## config.mk

```make
export PLATFORM = sky130hd
export DESIGN_NAME = pll_clamp_timing_regs
export DESIGN_NICKNAME = d
export VERILOG_FILES = /design/src/verilog/timing_regs_pkg.sv /design/src/verilog/pll_clamp_timing_regs.sv
export SDC_FILE = /design/constraint.sdc
export NUM_CORES = 1
export LEC_CHECK = 0
export BUFFER_PORTS_ARGS = -buffer_cell sky130_fd_sc_hd__buf_4
export CORE_ASPECT_RATIO = 0.8
export CORE_MARGIN = 5
export CORE_UTILIZATION = 45
export CTS_CLUSTER_SIZE = 28
export DETAILED_ROUTE_END_ITERATION = 6
export GPL_TIMING_DRIVEN = 0
export PLACE_DENSITY = 0.67
export SYNTH_ARGS = -nofsm -noshare
export SYNTH_HDL_FRONTEND = slang
export SYNTH_SLANG_ARGS = --single-unit
```

## constraint.sdc

```tcl
create_clock -name mclk_i -period 3.42 [get_ports mclk_i]
set_clock_uncertainty 0.05 [all_clocks]
set_input_delay 0.342 -clock mclk_i [delete_from_list [all_inputs] [get_ports mclk_i]]
set_output_delay 0.342 -clock mclk_i [all_outputs]
set_load 0.05 [all_outputs]
```

## src/verilog/timing_regs_pkg.sv

```systemverilog
package timing_regs_pkg;
  // ***********************************************
  // register indices, byte address is four times
  // ***********************************************
  localparam logic [7:0] IDX_BANDWIDTH = 8'h0D;
  localparam logic [7:0] IDX_TOTAL_UP = 8'h0E;
  localparam logic [7:0] IDX_TOTAL_LO = 8'h0F;
  localparam logic [7:0] IDX_PHASE = 8'h10;
  localparam logic [7:0] IDX_PRE = 8'h11;
  localparam logic [7:0] IDX_POST = 8'h12;
  localparam logic [7:0] IDX_MISC = 8'h13;
  localparam logic [7:0] IDX_START_UP = 8'h14;
  localparam logic [7:0] IDX_START_LO = 8'h15;
  localparam logic [7:0] IDX_WIDTH = 8'h16;
  // ***********************************************
  // reset values
  // ***********************************************
  localparam logic [7:0] RST_BANDWIDTH = 8'h0E;
  localparam logic [7:0] RST_TOTAL_UP = 8'h03;
  localparam logic [7:0] RST_TOTAL_LO = 8'h20;
  localparam logic [7:0] RST_PRE = 8'h08;
  localparam logic [7:0] RST_WIDTH = 8'h10;
  localparam logic [7:0] RST_ZERO = 8'h00;
  // ***********************************************
  // field positions and codes
  // ***********************************************
  localparam int MISC_EDGE1 = 0;
  localparam int MISC_EDGE2 = 1;
  localparam int MISC_PIN_DIS = 3;
  localparam int MISC_HALF = 6;
  localparam int MISC_XOFF = 7;
  localparam logic [1:0] PIN_INVERT = 2'h0;
  localparam logic [1:0] PIN_CLAMP = 2'h1;
  localparam logic [1:0] PIN_HOLD = 2'h2;
  localparam logic [1:0] PIN_EXTERNAL_PIXEL_CLOCK = 2'h3;
  localparam logic [7:0] WIDTH_MIN = 8'h02;
  localparam logic [7:0] RESERVED_MISC = 8'hFB;
  localparam logic [7:0] MASK_START_UP = 8'h1F;
  localparam logic [7:0] MASK_TOTAL_UP = 8'h3F;
  localparam logic [31:0] RDATA_BAD = 32'h0000_0000;
  // ***********************************************
  // pending converter update delay
  // ***********************************************
  localparam int CLK_HZ = 10_000_000;
  localparam int UPDATE_MS = 100;
  localparam int UPDATE_CYC = CLK_HZ / 1000 * UPDATE_MS;
  // ***********************************************
  // clamp sequencer states
  // ***********************************************
  typedef enum logic [2:0] {
    ST_WAIT = 3'b001,
    ST_COUNT = 3'b010,
    ST_CLAMP = 3'b100
  } clamp_state_t;
endpackage

```

## src/verilog/pll_clamp_timing_regs.sv

```systemverilog
// Summary of operation
// - bandwidth bits 3:1 pick filter corner
// - bandwidth bits 7:4 pick peaking, zero off
// - line total joins upper 5:0, lower 7:0
// - line total updates on lower write only
// - six-bit phase steps sample point
// - hold loop given lines before frame sync
// - hold loop given lines after frame sync
// - counts ignored for external holdover
// - misc bit 0 picks first sync edge
// - misc bit 1 picks second sync edge
// - misc bit 3 forces pin value low
// - misc bits 5:4 choose pin role
// - clamp pulse restores, starts black, loads offsets
// - internal clamp mode pulses automatically
// - external clamp loads offsets on leading edge
// - no clamp: offsets load within 100ms
// - misc bit 6 halves crystal clock output
// - misc bit 7 holds crystal output low
// - clamp starts at 13-bit count after sync
// - clamp width in pixels, black unaffected
// - widths below two give no pulse
//
// Chosen here: the APB register port.
`timescale 1ns/10ps
module pll_clamp_timing_regs
#(
  parameter int UPDATE_CYCLES = timing_regs_pkg::UPDATE_CYC // pending load delay
)
(
  input wire logic mclk_i,
  input wire logic reset_i,
  input wire logic psel_i,
  input wire logic penable_i,
  input wire logic pwrite_i,
  input wire logic [11:0] paddr_i,
  input wire logic [31:0] pwdata_i,
  output logic [31:0] prdata_o,
  output logic pready_o,
  output logic pslverr_o,
  input wire logic first_line_sync_input_i, // line sync 1 pin
  input wire logic second_line_sync_input_i, // line sync 2 pin
  input wire logic sync_select_i, // 0 uses sync 1, 1 uses sync 2
  input wire logic frame_sync_i, // frame sync pin
  input wire logic multipurpose_invert_pin_i,
  input wire logic offsets_pending_i, // gain or offset written, waiting
  output logic [2:0] frontend_filter_corner_o,
  output logic [3:0] peaking_o,
  output logic [13:0] line_total_o,
  output logic [5:0] sample_phase_o,
  output logic lock_edge_leading_o, // lock edge for the active sync
  output logic loop_hold_o, // clock loop holdover
  output logic clock_invert_o,
  output logic external_pixel_clock_sel_o,
  output logic crystal_half_o,
  output logic crystal_clock_enable_o,
  output logic restore_pulse_o, // dc restore clamp
  output logic black_level_start_o, // one-cycle start of black level
  output logic offset_load_o // one-cycle converter load
);
  import timing_regs_pkg::*;
  // ***********************************************
  // register storage
  // ***********************************************
  logic [7:0] bw_reg; // frontend_bandwidth
  logic [7:0] tot_up_reg; // line_total_upper
  logic [7:0] tot_lo_reg; // line_total_lower
  logic [7:0] phase_reg; // sample_phase
  logic [7:0] pre_reg; // holdover_before_frame
  logic [7:0] post_reg; // holdover_after_frame
  logic [7:0] misc_reg; // loop_misc_control
  logic [7:0] st_up_reg; // restore_start_upper
  logic [7:0] st_lo_reg; // restore_start_lower
  logic [7:0] wid_reg; // restore_clamp_width
  logic [13:0] total_reg; // value in use by the loop
  logic ready_reg;
  logic [31:0] rdata_reg;
  logic err_reg;

  // ***********************************************
  // bus decode
  // ***********************************************
  wire logic [9:0] word_idx = paddr_i[11:2]; // word index
  wire logic access = psel_i && penable_i && !ready_reg;
  wire logic wr_en = access && pwrite_i;
  wire logic hit = (paddr_i[1:0] == 2'h0) && (word_idx >= {2'h0, IDX_BANDWIDTH})
    && (word_idx <= {2'h0, IDX_WIDTH});
  wire logic [7:0] sel = word_idx[7:0];
  wire logic wr_bw = wr_en && hit && sel == IDX_BANDWIDTH;
  wire logic wr_tu = wr_en && hit && sel == IDX_TOTAL_UP;
  wire logic wr_tl = wr_en && hit && sel == IDX_TOTAL_LO;
  wire logic wr_ph = wr_en && hit && sel == IDX_PHASE;
  wire logic wr_pre = wr_en && hit && sel == IDX_PRE;
  wire logic wr_post = wr_en && hit && sel == IDX_POST;
  wire logic wr_misc = wr_en && hit && sel == IDX_MISC;
  wire logic wr_su = wr_en && hit && sel == IDX_START_UP;
  wire logic wr_sl = wr_en && hit && sel == IDX_START_LO;
  wire logic wr_wid = wr_en && hit && sel == IDX_WIDTH;
  wire logic [7:0] wbyte = pwdata_i[7:0];
  // read selection
  wire logic [7:0] rbyte =
    (sel == IDX_BANDWIDTH) ? bw_reg :
    (sel == IDX_TOTAL_UP) ? tot_up_reg :
    (sel == IDX_TOTAL_LO) ? tot_lo_reg :
    (sel == IDX_PHASE) ? phase_reg :
    (sel == IDX_PRE) ? pre_reg :
    (sel == IDX_POST) ? post_reg :
    (sel == IDX_MISC) ? misc_reg :
    (sel == IDX_START_UP) ? st_up_reg :
    (sel == IDX_START_LO) ? st_lo_reg : wid_reg;
  wire logic [31:0] rdata_next = hit ? {24'h000000, rbyte} : RDATA_BAD;

  // ***********************************************
  // apb slave, one wait state
  // ***********************************************
  always_ff @(posedge mclk_i)
  begin
    if (reset_i)
    begin
      ready_reg <= 1'b0;
      rdata_reg <= RDATA_BAD;
      err_reg <= 1'b0;
    end
    else
    begin
      ready_reg <= access; // answer next cycle
      rdata_reg <= access ? rdata_next : rdata_reg;
      err_reg <= access && !hit;
    end
  end
  // register writes
  always_ff @(posedge mclk_i)
  begin
    if (reset_i)
    begin
      bw_reg <= RST_BANDWIDTH;
      tot_up_reg <= RST_TOTAL_UP;
      tot_lo_reg <= RST_TOTAL_LO;
      phase_reg <= RST_ZERO;
      pre_reg <= RST_PRE;
      post_reg <= RST_ZERO;
      misc_reg <= RST_ZERO;
      st_up_reg <= RST_ZERO;
      st_lo_reg <= RST_ZERO;
      wid_reg <= RST_WIDTH;
      total_reg <= {RST_TOTAL_UP[5:0], RST_TOTAL_LO};
    end
    else
    begin
      if (wr_bw) bw_reg <= wbyte;
      if (wr_tu) tot_up_reg <= wbyte & MASK_TOTAL_UP;
      if (wr_tl) tot_lo_reg <= wbyte;
      if (wr_tl) total_reg <= {tot_up_reg[5:0], wbyte};
      if (wr_ph) phase_reg <= wbyte & MASK_TOTAL_UP;
      if (wr_pre) pre_reg <= wbyte;
      if (wr_post) post_reg <= wbyte;
      if (wr_misc) misc_reg <= wbyte & RESERVED_MISC;
      if (wr_su) st_up_reg <= wbyte & MASK_START_UP;
      if (wr_sl) st_lo_reg <= wbyte;
      if (wr_wid) wid_reg <= wbyte;
    end
  end

  // ***********************************************
  // pin synchronisers
  // ***********************************************
  logic [3:0] meta_reg;
  logic [3:0] sync_reg;
  logic [3:0] prev_reg;
  wire logic [3:0] pins = {multipurpose_invert_pin_i, frame_sync_i,
    second_line_sync_input_i, first_line_sync_input_i};
  always_ff @(posedge mclk_i)
  begin
    if (reset_i)
    begin
      meta_reg <= 4'h0;
      sync_reg <= 4'h0;
      prev_reg <= 4'h0;
    end
    else
    begin
      meta_reg <= pins;
      sync_reg <= meta_reg;
      prev_reg <= sync_reg;
    end
  end

  // ***********************************************
  // pin role and edge selection
  // ***********************************************
  wire logic [1:0] role = misc_reg[5:4];
  wire logic pin_val = sync_reg[3] && !misc_reg[MISC_PIN_DIS];
  wire logic pin_rise = pin_val && !(prev_reg[3] && !misc_reg[MISC_PIN_DIS]);
  wire logic line_now = sync_select_i ? sync_reg[1] : sync_reg[0];
  wire logic line_was = sync_select_i ? prev_reg[1] : prev_reg[0];
  wire logic line_fall = line_was && !line_now; // trailing edge
  wire logic line_rise = line_now && !line_was;
  wire logic edge_lead = sync_select_i ? misc_reg[MISC_EDGE2]
    : misc_reg[MISC_EDGE1];
  wire logic frame_rise = sync_reg[2] && !prev_reg[2];
  wire logic frame_fall = prev_reg[2] && !sync_reg[2];
  wire logic ext_clamp = role == PIN_CLAMP;
  wire logic ext_hold = role == PIN_HOLD;

  // ***********************************************
  // internal holdover: lines before and after frame
  // ***********************************************
  logic [7:0] line_cnt_reg; // lines since frame end
  logic [7:0] frame_len_reg; // lines from frame end to next start
  logic post_act_reg;
  logic int_hold_reg;
  // predict the next frame start from the last frame spacing
  wire logic [8:0] pre_reach = {1'b0, line_cnt_reg} + {1'b0, pre_reg}; // lines ahead
  wire logic pre_zone = (pre_reach > {1'b0, frame_len_reg}) && (pre_reg != 8'h00);
  wire logic post_zone = post_act_reg && (line_cnt_reg <= post_reg) && (post_reg != 8'h00);
  wire logic hold_next = ext_hold ? pin_val
    : (sync_reg[2] || pre_zone || post_zone);
  always_ff @(posedge mclk_i)
  begin
    if (reset_i)
    begin
      line_cnt_reg <= 8'h00;
      frame_len_reg <= 8'h00;
      post_act_reg <= 1'b0;
      int_hold_reg <= 1'b0;
    end
    else
    begin
      if (frame_fall)
        line_cnt_reg <= 8'h00; // restart line count at frame end
      else if (line_fall && line_cnt_reg != 8'hFF)
        line_cnt_reg <= line_cnt_reg + 8'h01;
      if (frame_rise)
        frame_len_reg <= line_cnt_reg;
      post_act_reg <= frame_fall || (post_act_reg && !frame_rise); // after-frame window
      int_hold_reg <= hold_next;
    end
  end

  // ***********************************************
  // clamp sequencer
  // ***********************************************
  clamp_state_t state_reg;
  clamp_state_t state_next;
  logic [12:0] pix_reg;
  logic [12:0] pix_next;
  logic [23:0] wait_reg; // pending load timer
  wire logic [12:0] start_cnt = {st_up_reg[4:0], st_lo_reg};
  wire logic int_mode = !ext_clamp;
  wire logic at_start = state_reg == ST_COUNT && pix_reg == start_cnt;
  wire logic wide_ok = wid_reg >= WIDTH_MIN;
  wire logic at_end = state_reg == ST_CLAMP // last pixel, or width cut below minimum
    && (!wide_ok || pix_reg + 13'h0001 >= {5'h00, wid_reg});
  wire logic timer_done = wait_reg == UPDATE_CYCLES[23:0];
  // clamp events: internal start point, or external leading edge
  wire logic int_clamp = int_mode && at_start;
  wire logic load_next = (ext_clamp ? pin_rise : int_clamp)
    || (offsets_pending_i && timer_done);
  always_comb
  begin
    state_next = state_reg;
    pix_next = pix_reg + 13'h0001;
    case (state_reg)
      ST_WAIT:
      begin
        pix_next = 13'h0000;
        if (line_fall && int_mode) state_next = ST_COUNT;
      end
      ST_COUNT:
      begin
        if (at_start)
        begin
          pix_next = 13'h0000;
          state_next = wide_ok ? ST_CLAMP : ST_WAIT;
        end
      end
      ST_CLAMP:
        if (at_end) state_next = ST_WAIT;
      default:
      begin
        state_next = ST_WAIT;
        pix_next = 13'h0000;
      end
    endcase
  end

  // ***********************************************
  // output flops
  // ***********************************************
  always_ff @(posedge mclk_i)
  begin
    if (reset_i)
    begin
      state_reg <= ST_WAIT;
      pix_reg <= 13'h0000;
      wait_reg <= 24'h000000;
      restore_pulse_o <= 1'b0;
      black_level_start_o <= 1'b0;
      offset_load_o <= 1'b0;
    end
    else
    begin
      state_reg <= state_next;
      pix_reg <= pix_next;
      wait_reg <= (!offsets_pending_i || timer_done) ? 24'h000000 : wait_reg + 24'h000001;
      restore_pulse_o <= (state_next == ST_CLAMP) || (ext_clamp && pin_val);
      black_level_start_o <= ext_clamp ? pin_rise : int_clamp;
      offset_load_o <= load_next;
    end
  end
  always_ff @(posedge mclk_i)
  begin
    if (reset_i)
    begin
      frontend_filter_corner_o <= RST_BANDWIDTH[3:1];
      peaking_o <= RST_BANDWIDTH[7:4];
      line_total_o <= {RST_TOTAL_UP[5:0], RST_TOTAL_LO};
      sample_phase_o <= 6'h00;
      lock_edge_leading_o <= 1'b0;
      loop_hold_o <= 1'b0;
      clock_invert_o <= 1'b0;
      external_pixel_clock_sel_o <= 1'b0;
      crystal_half_o <= 1'b0;
      crystal_clock_enable_o <= 1'b1; // enabled, as the misc reset value says
    end
    else
    begin
      frontend_filter_corner_o <= bw_reg[3:1];
      peaking_o <= bw_reg[7:4];
      line_total_o <= total_reg;
      sample_phase_o <= phase_reg[5:0];
      lock_edge_leading_o <= edge_lead;
      loop_hold_o <= int_hold_reg;
      clock_invert_o <= (role == PIN_INVERT) && pin_val;
      external_pixel_clock_sel_o <= role == PIN_EXTERNAL_PIXEL_CLOCK;
      crystal_half_o <= misc_reg[MISC_HALF];
      crystal_clock_enable_o <= !misc_reg[MISC_XOFF];
    end
  end
  assign prdata_o = rdata_reg;
  assign pready_o = ready_reg;
  assign pslverr_o = err_reg;

  // ***********************************************
  // checks
  // ***********************************************
  total_hold_a: assert property (@(posedge mclk_i) disable iff (reset_i)
    wr_tu && !wr_tl |=> $stable(total_reg)) else $error("upper write moved total");
  total_load_a: assert property (@(posedge mclk_i) disable iff (reset_i)
    wr_tl |=> ##1 line_total_o == {tot_up_reg[5:0], tot_lo_reg})
    else $error("line total not joined");
  narrow_clamp_a: assert property (@(posedge mclk_i) disable iff (reset_i)
    wid_reg < WIDTH_MIN && !ext_clamp |-> state_next != ST_CLAMP)
    else $error("clamp for narrow width");
  ext_hold_a: assert property (@(posedge mclk_i) disable iff (reset_i)
    ext_hold && $stable(ext_hold) |=> int_hold_reg == $past(pin_val))
    else $error("external holdover not followed");
  pin_force_a: assert property (@(posedge mclk_i) disable iff (reset_i)
    misc_reg[MISC_PIN_DIS] |=> !clock_invert_o) else $error("pin not forced low");
  xtal_off_a: assert property (@(posedge mclk_i) disable iff (reset_i)
    misc_reg[MISC_XOFF] |=> !crystal_clock_enable_o) else $error("crystal not off");
  ext_load_a: assert property (@(posedge mclk_i) disable iff (reset_i)
    ext_clamp && !offsets_pending_i && !pin_rise |=> !offset_load_o)
    else $error("offset load off edge");
  clamp_start_a: assert property (@(posedge mclk_i) disable iff (reset_i)
    int_clamp |=> black_level_start_o && offset_load_o) else $error("clamp start lost");
endmodule

```

Yosys cells after proc, flatten, opt, wreduce, memory -nomap -nowiden
Cells that the tools add are included.
W data, S select, Z words.

cells by class
  add/subtract/negate cells = 4
  magnitude comparators = 6
  reductions and logical operators = 60
  multiplexer cells = 22
  equal/unequal tests = 20
  bitwise logic cells = 0
  multiply operators = 0
  div/mod/pow operators = 0
  shift-type cells = 0

operators with widths
  kind                     count
  $mux W8                  10
  $eq A8 B5 Y1 const B     7
  $logic_and A1 B1 Y1      35
  $pmux W13 S2             1
  $add A24 B1 Y24 const B  1
  $eq A24 B20 Y1 const B   1
  $eq A8 B4 Y1 const B     3
  $reduce_bool A8 Y1       2
  $add A13 B1 Y13 const B  1
  $eq A13 B13 Y1           1
  $ge A13 B8 Y1            1
  $mux W13                 1
  $logic_not A1 Y1         12
  $mux W3                  4
  $ge A10 B4 Y1 const B    1
  $le A10 B5 Y1 const B    1
  $add A8 B8 Y9            1
  $gt A9 B8 Y1             1
  $pmux W3 S3              1
  $add A8 B1 Y8 const B    1
  $ge A8 B2 Y1 const B     1
  $le A8 B8 Y1             1
  $ne A8 B8 Y1 const B     1
  $logic_or A1 B1 Y1       7
  8 further kinds          16

word-level totals
  bits in read-only memories = 0
  RAM bits = 0
  flip-flop bits (word level) = 226
  memories kept = 0
  bits of input ports = 55
  output and inout port bits = 70
  latch bits = 0

Logic depth before layout (Yosys ltp)
  depth in word-level cells = 11
  depth in mapped cells = 15
  mapped depth without buffers = 15

Least setup slack after synthesis
OpenSTA, ideal clock, no wires.

  kind = reg2reg
  from = register line_cnt_reg[0]
  to = register int_hold_reg
  required time = 3234 ps
  cell stages (with the launch flop) = 16
  library setup time = 136 ps
  clock period less this slack = 2929 ps
  path buffers = 0
  arrival time = 2743 ps
  setup slack = 491 ps
  cell sequence = dfxtp_1 > ha_1 > fa_1 > a21oi_1 > nor2b_1 > o21a_1 > o21a_1 > nor2_1 > xnor2_1 > ha_1 > o21a_1 > o21ai_0 > a31oi_1 > o22a_1 > o311ai_0 > nand3_1

between the ends
  word-level cells in the longest chain between the ends = 6
  elaborated cells between the ends (all ways) = 9
  classes of those cells = add/sub: 1; order compare: 2; mux: 1; reduce/logical: 5

ends and longest elaborated chain
  what                    RTL line                      RTL
  from (decl)             pll_clamp_timing_regs.sv:208  logic [7:0] line_cnt_reg;
  from (signal assigned)  pll_clamp_timing_regs.sv:232  line_cnt_reg <= line_cnt_reg + 8'h01;
  $add A8 B8 Y9           pll_clamp_timing_regs.sv:213  wire logic [8:0] pre_reach = {1'b0, line_cnt_reg} + {1'b0, pre_reg};
  $gt A9 B8 Y1            pll_clamp_timing_regs.sv:214  wire logic pre_zone = (pre_reach > {1'b0, frame_len_reg}) && (pre_reg != 8'h00);
  $logic_and A1 B1 Y1     pll_clamp_timing_regs.sv:214
  $logic_or A1 B1 Y1      pll_clamp_timing_regs.sv:217  : (sync_reg[2] || pre_zone || post_zone);
  $logic_or A1 B1 Y1 (*)  pll_clamp_timing_regs.sv:217
  $mux W1 (*)             pll_clamp_timing_regs.sv:216  wire logic hold_next = ext_hold ? pin_val
  to (signal assigned)    pll_clamp_timing_regs.sv:236  int_hold_reg <= hold_next;
  to (decl)               pll_clamp_timing_regs.sv:211  logic int_hold_reg;

Mark *: on every way between the ends. The rest lies on a longest branch, timed or not.
A chain may end at the register's enable or synchronous reset.

Worst setup path after layout
  from = register line_cnt_reg[1]
  to = register int_hold_reg

Same word-level chain as after synthesis.

==> qor.yml <==
status:
  status: "complete, no violations"
cells_and_area:
  largest_register_ff_count: 24
  n_antenna_cell: 0
  regArea_um2: 3890
  area_delta_synth_final_pct: 17.0
  fin_nets: 1245
  drive_gt1_frac: 0.130
  multi_input_area_um2: 4900
  fin_cells: 1430
  n_fill_cell: 1912
timing:
  period_share: 0.930
  worstMarginPinSlew_ps: 1040
  hold_ws_ps: 64.7
  setup-tns-final_ps: 0
  relSlewSlack: 0.299
  period_needed_ps: 3180
  finalSetupViolations: 0
  drv_slew: 0
  hold_viol: 0
  rsz0062_at_grt: "no"
  fmax_ghz: 0.315
place:
  gp_congestion: 0.954
  placed_cells: 1398
  place_hpwl_mm: 19.0
  portBuffers: 69
synth:
  yosys.area.top_type: "dfxtp_1"
  async_flop_share: 0
  yosysWarnings: 0
  synth_edf_count: 0
  synth.avg_cell_area_um2: 8.83
  synth_area_leaders: "dfxtp_1, mux2i_1, nor2_1"
  ys_types: 68
  yosysMostFrequentCell: "dfxtp_1"
  ys_top_cells_by_count: "dfxtp_1, nor2_1, nand2_1"
  yosys_most_used_dff: "dfxtp_1"
  yosysTopAreaCellShare: 0.422
  ys_ff_latch: 194
  synthCells: 1042
  synth_area_um2: 9200
  yosysSeqAreaShare: 0.422
worst_hold_path:
  holdCritStartpoint: "frame_sync_i"
  min-delay-path-class: "input port to register"
  min_to: "meta_reg[2]$_SDFF_PP0_"
  min_path_cells: 2
clock_tree:
  root_buffer: "clkbuf_16"
  clockBufferDepth: 2
  htreeDepth: 4
  clkLatencyLatePin_ps: 440
  tritoncts: "built"
  clk_pin_slew_ps: 80
  cts_sinks: 194
  cts_buffers: 17
  cts_setup_buffers: 0
floorplanning:
  die_area_um2: 23400
  core_area_um2: 20000
  rows: 46
  start_util: 0.460
  fp.dieH_um: 138
  ios: 125
  die_x_um: 170
critical_path:
  crit_path_start_kind: "register"
  r2r_start: "line_cnt_reg[1]$_SDFFE_PP0P_"
  crit_type: "register to register"
  r2r_cells: 14
  regToRegSetupSlack_ps: 240
  crit_required_ps: 3680
  timing.critical_path.fanout_max: 7
  worstSetupEndpointType: "register"
  crit_arrival_ps: 3440
  timing.rr.end: "int_hold_reg$_SDFF_PP0_"
run:
  cap_violations: 0
global_routing:
  grt_max_degree: 22
  overflow: 0
  gr-usage-all-layers: 0.217
  antenna_found_initial: 0
  grt_pass1_vias: 7141
  grt_pass1_wl_mm: 39.4
detailed_routing:
  initialDrtViolationCount: 683
  drt_first_pass_iters: 6
  via_count: 7752
  routedWlPerCell_um: 17.8
  drc: 0
  drtAntennaViolNets: 0
  wirelength_mm: 25.5
  via_per_inst: 5.42
pwr:
  power.share.switching: 0.272
  power_density_nw_per_um2: 427
  clkPwrFrac: 0.441
  p_seq_frac: 0.495
  internal_power_mw: 3.34
  combPwrFrac: 0.064
  peakVddDrop_mv: 0.288
  power_leakage_nw: 4.65
  switchingPower_mw: 1.25
metrics by stage:
| step | setup slack, ps | util | total power, mW | cell area, um2 |
|---|---|---|---|---|
| 2_1_floorplan | 491 | - | 2.53 | 9280 |
| 3_3_place_gp | 162 | 0.507 | 2.61 | 10100 |
| 3_5_place_dp | 108 | 0.507 | 2.62 | 10100 |
| 4_1_cts | 58.1 | 0.538 | 4.62 | 10700 |
| 5_1_grt | 40.2 | 0.539 | 4.75 | 10800 |
| 6_report | 241 | 0.539 | 4.59 | 10800 |
worst max-delay path by stage:
stage / to / depth (start not counted) / startpoint / slack (ps)
final: int_hold_reg$_SDFF_PP0_ / 14 / line_cnt_reg[1]$_SDFFE_PP0P_ / 240
after global routing: int_hold_reg$_SDFF_PP0_ / 14 / line_cnt_reg[1]$_SDFFE_PP0P_ / 40
after CTS: int_hold_reg$_SDFF_PP0_ / 15 / pre_reg[0]$_SDFFE_PP0P_ / 60
after detailed placement: int_hold_reg$_SDFF_PP0_ / 15 / pre_reg[0]$_SDFFE_PP0P_ / 110
after global placement: int_hold_reg$_SDFF_PP0_ / 15 / pre_reg[0]$_SDFFE_PP0P_ / 160
after floorplan: int_hold_reg$_SDFF_PP0_ / 15 / line_cnt_reg[0]$_SDFFE_PP0P_ / 490
what timing repair did:
| item | 4_1_cts | 5_1_grt |
|---|---|---|
| endpoints found under the hold margin | 0 | 0 |
| endpoints found under the setup margin | 0 | 1 |
| hold buffers | 0 | 0 |
| gates resized for setup | 0 | 5 |
cell type report:
cell class	instances	area share
clock inverters	15	0.0177
multi-input cells	760	0.455
well taps	264	0.0307
flip-flops and latches	194	0.361
plain buffers	71	0.0334
inverters	40	0.0140
repair buffers	69	0.0482
clock buffers	17	0.0396
routing by layer:
| metal | global-route usage | routed length (um) | vias to the layer above |
|---|---|---|---|
| li1 | - | - | 3800 |
| met4 | 0.0648 | 451 | 0 |
| met5 | 0 | 0 | - |
| met3 | 0.0627 | 2390 | 38 |
| met2 | 0.320 | 10600 | 292 |
| met1 | 0.309 | 12100 | 3622 |
power groups by stage:
| stage | combinational (mW) | sequential (mW) | clock, mW |
|---|---|---|---|
| after floorplan | 0.193 | 2.33 | 0 |
| after global placement | 0.287 | 2.33 | 0 |
| after detailed placement | 0.288 | 2.33 | 0 |
| after CTS | 0.289 | 2.27 | 2.06 |
| after global routing | 0.313 | 2.28 | 2.16 |
| final | 0.294 | 2.27 | 2.03 |
worst max-delay path, stage by stage (launching register included):
cell      delay [ps]
dfxtp_1          500
ha_1             300
a21o_1           180
a21oi_1          210
nor2b_1           70
o21a_1           190
nor2_1           130
xnor2_1          160
ha_1             290
o21a_1           180
o21ai_0          150
a31oi_1           70
o22a_1           210
o311ai_1         250
nand3_1          130
layout by cell type (no fill, tap or decap), types with 11 or more instances in the layout:
master     Yosys  final
o21ai_0       29     29
mux2i_1       63     63
nand3_1       35     35
nor2_1       143    143
ha_1          36     36
nand4_1       19     19
buf_4         24     93
nand2_1       65     65
dfxtp_1      194    192
a21oi_1       42     41
nor4_1        11     11
clkbuf_16      0     17
clkbuf_1      39     39
nor3_1        18     18
xor2_1        31     31
nor2b_1       52     52
nand2b_1      16     16
xnor2_1       27     27
conb_1         1     24
o22ai_1       11     11
inv_1         39     39
kinds of logic after synthesis:
group	share of synthesized area
other	0.000408
AND/OR/NAND/NOR	0.222
flip-flops	0.422
adder cells (fa/ha/maj)	0.0512
AO/OA/AOI/OAI	0.123
buffers and inverters	0.0554
multiplexers	0.0698
XOR/XNOR	0.0552
Note: power is estimated with default switching activity, not from simulation.
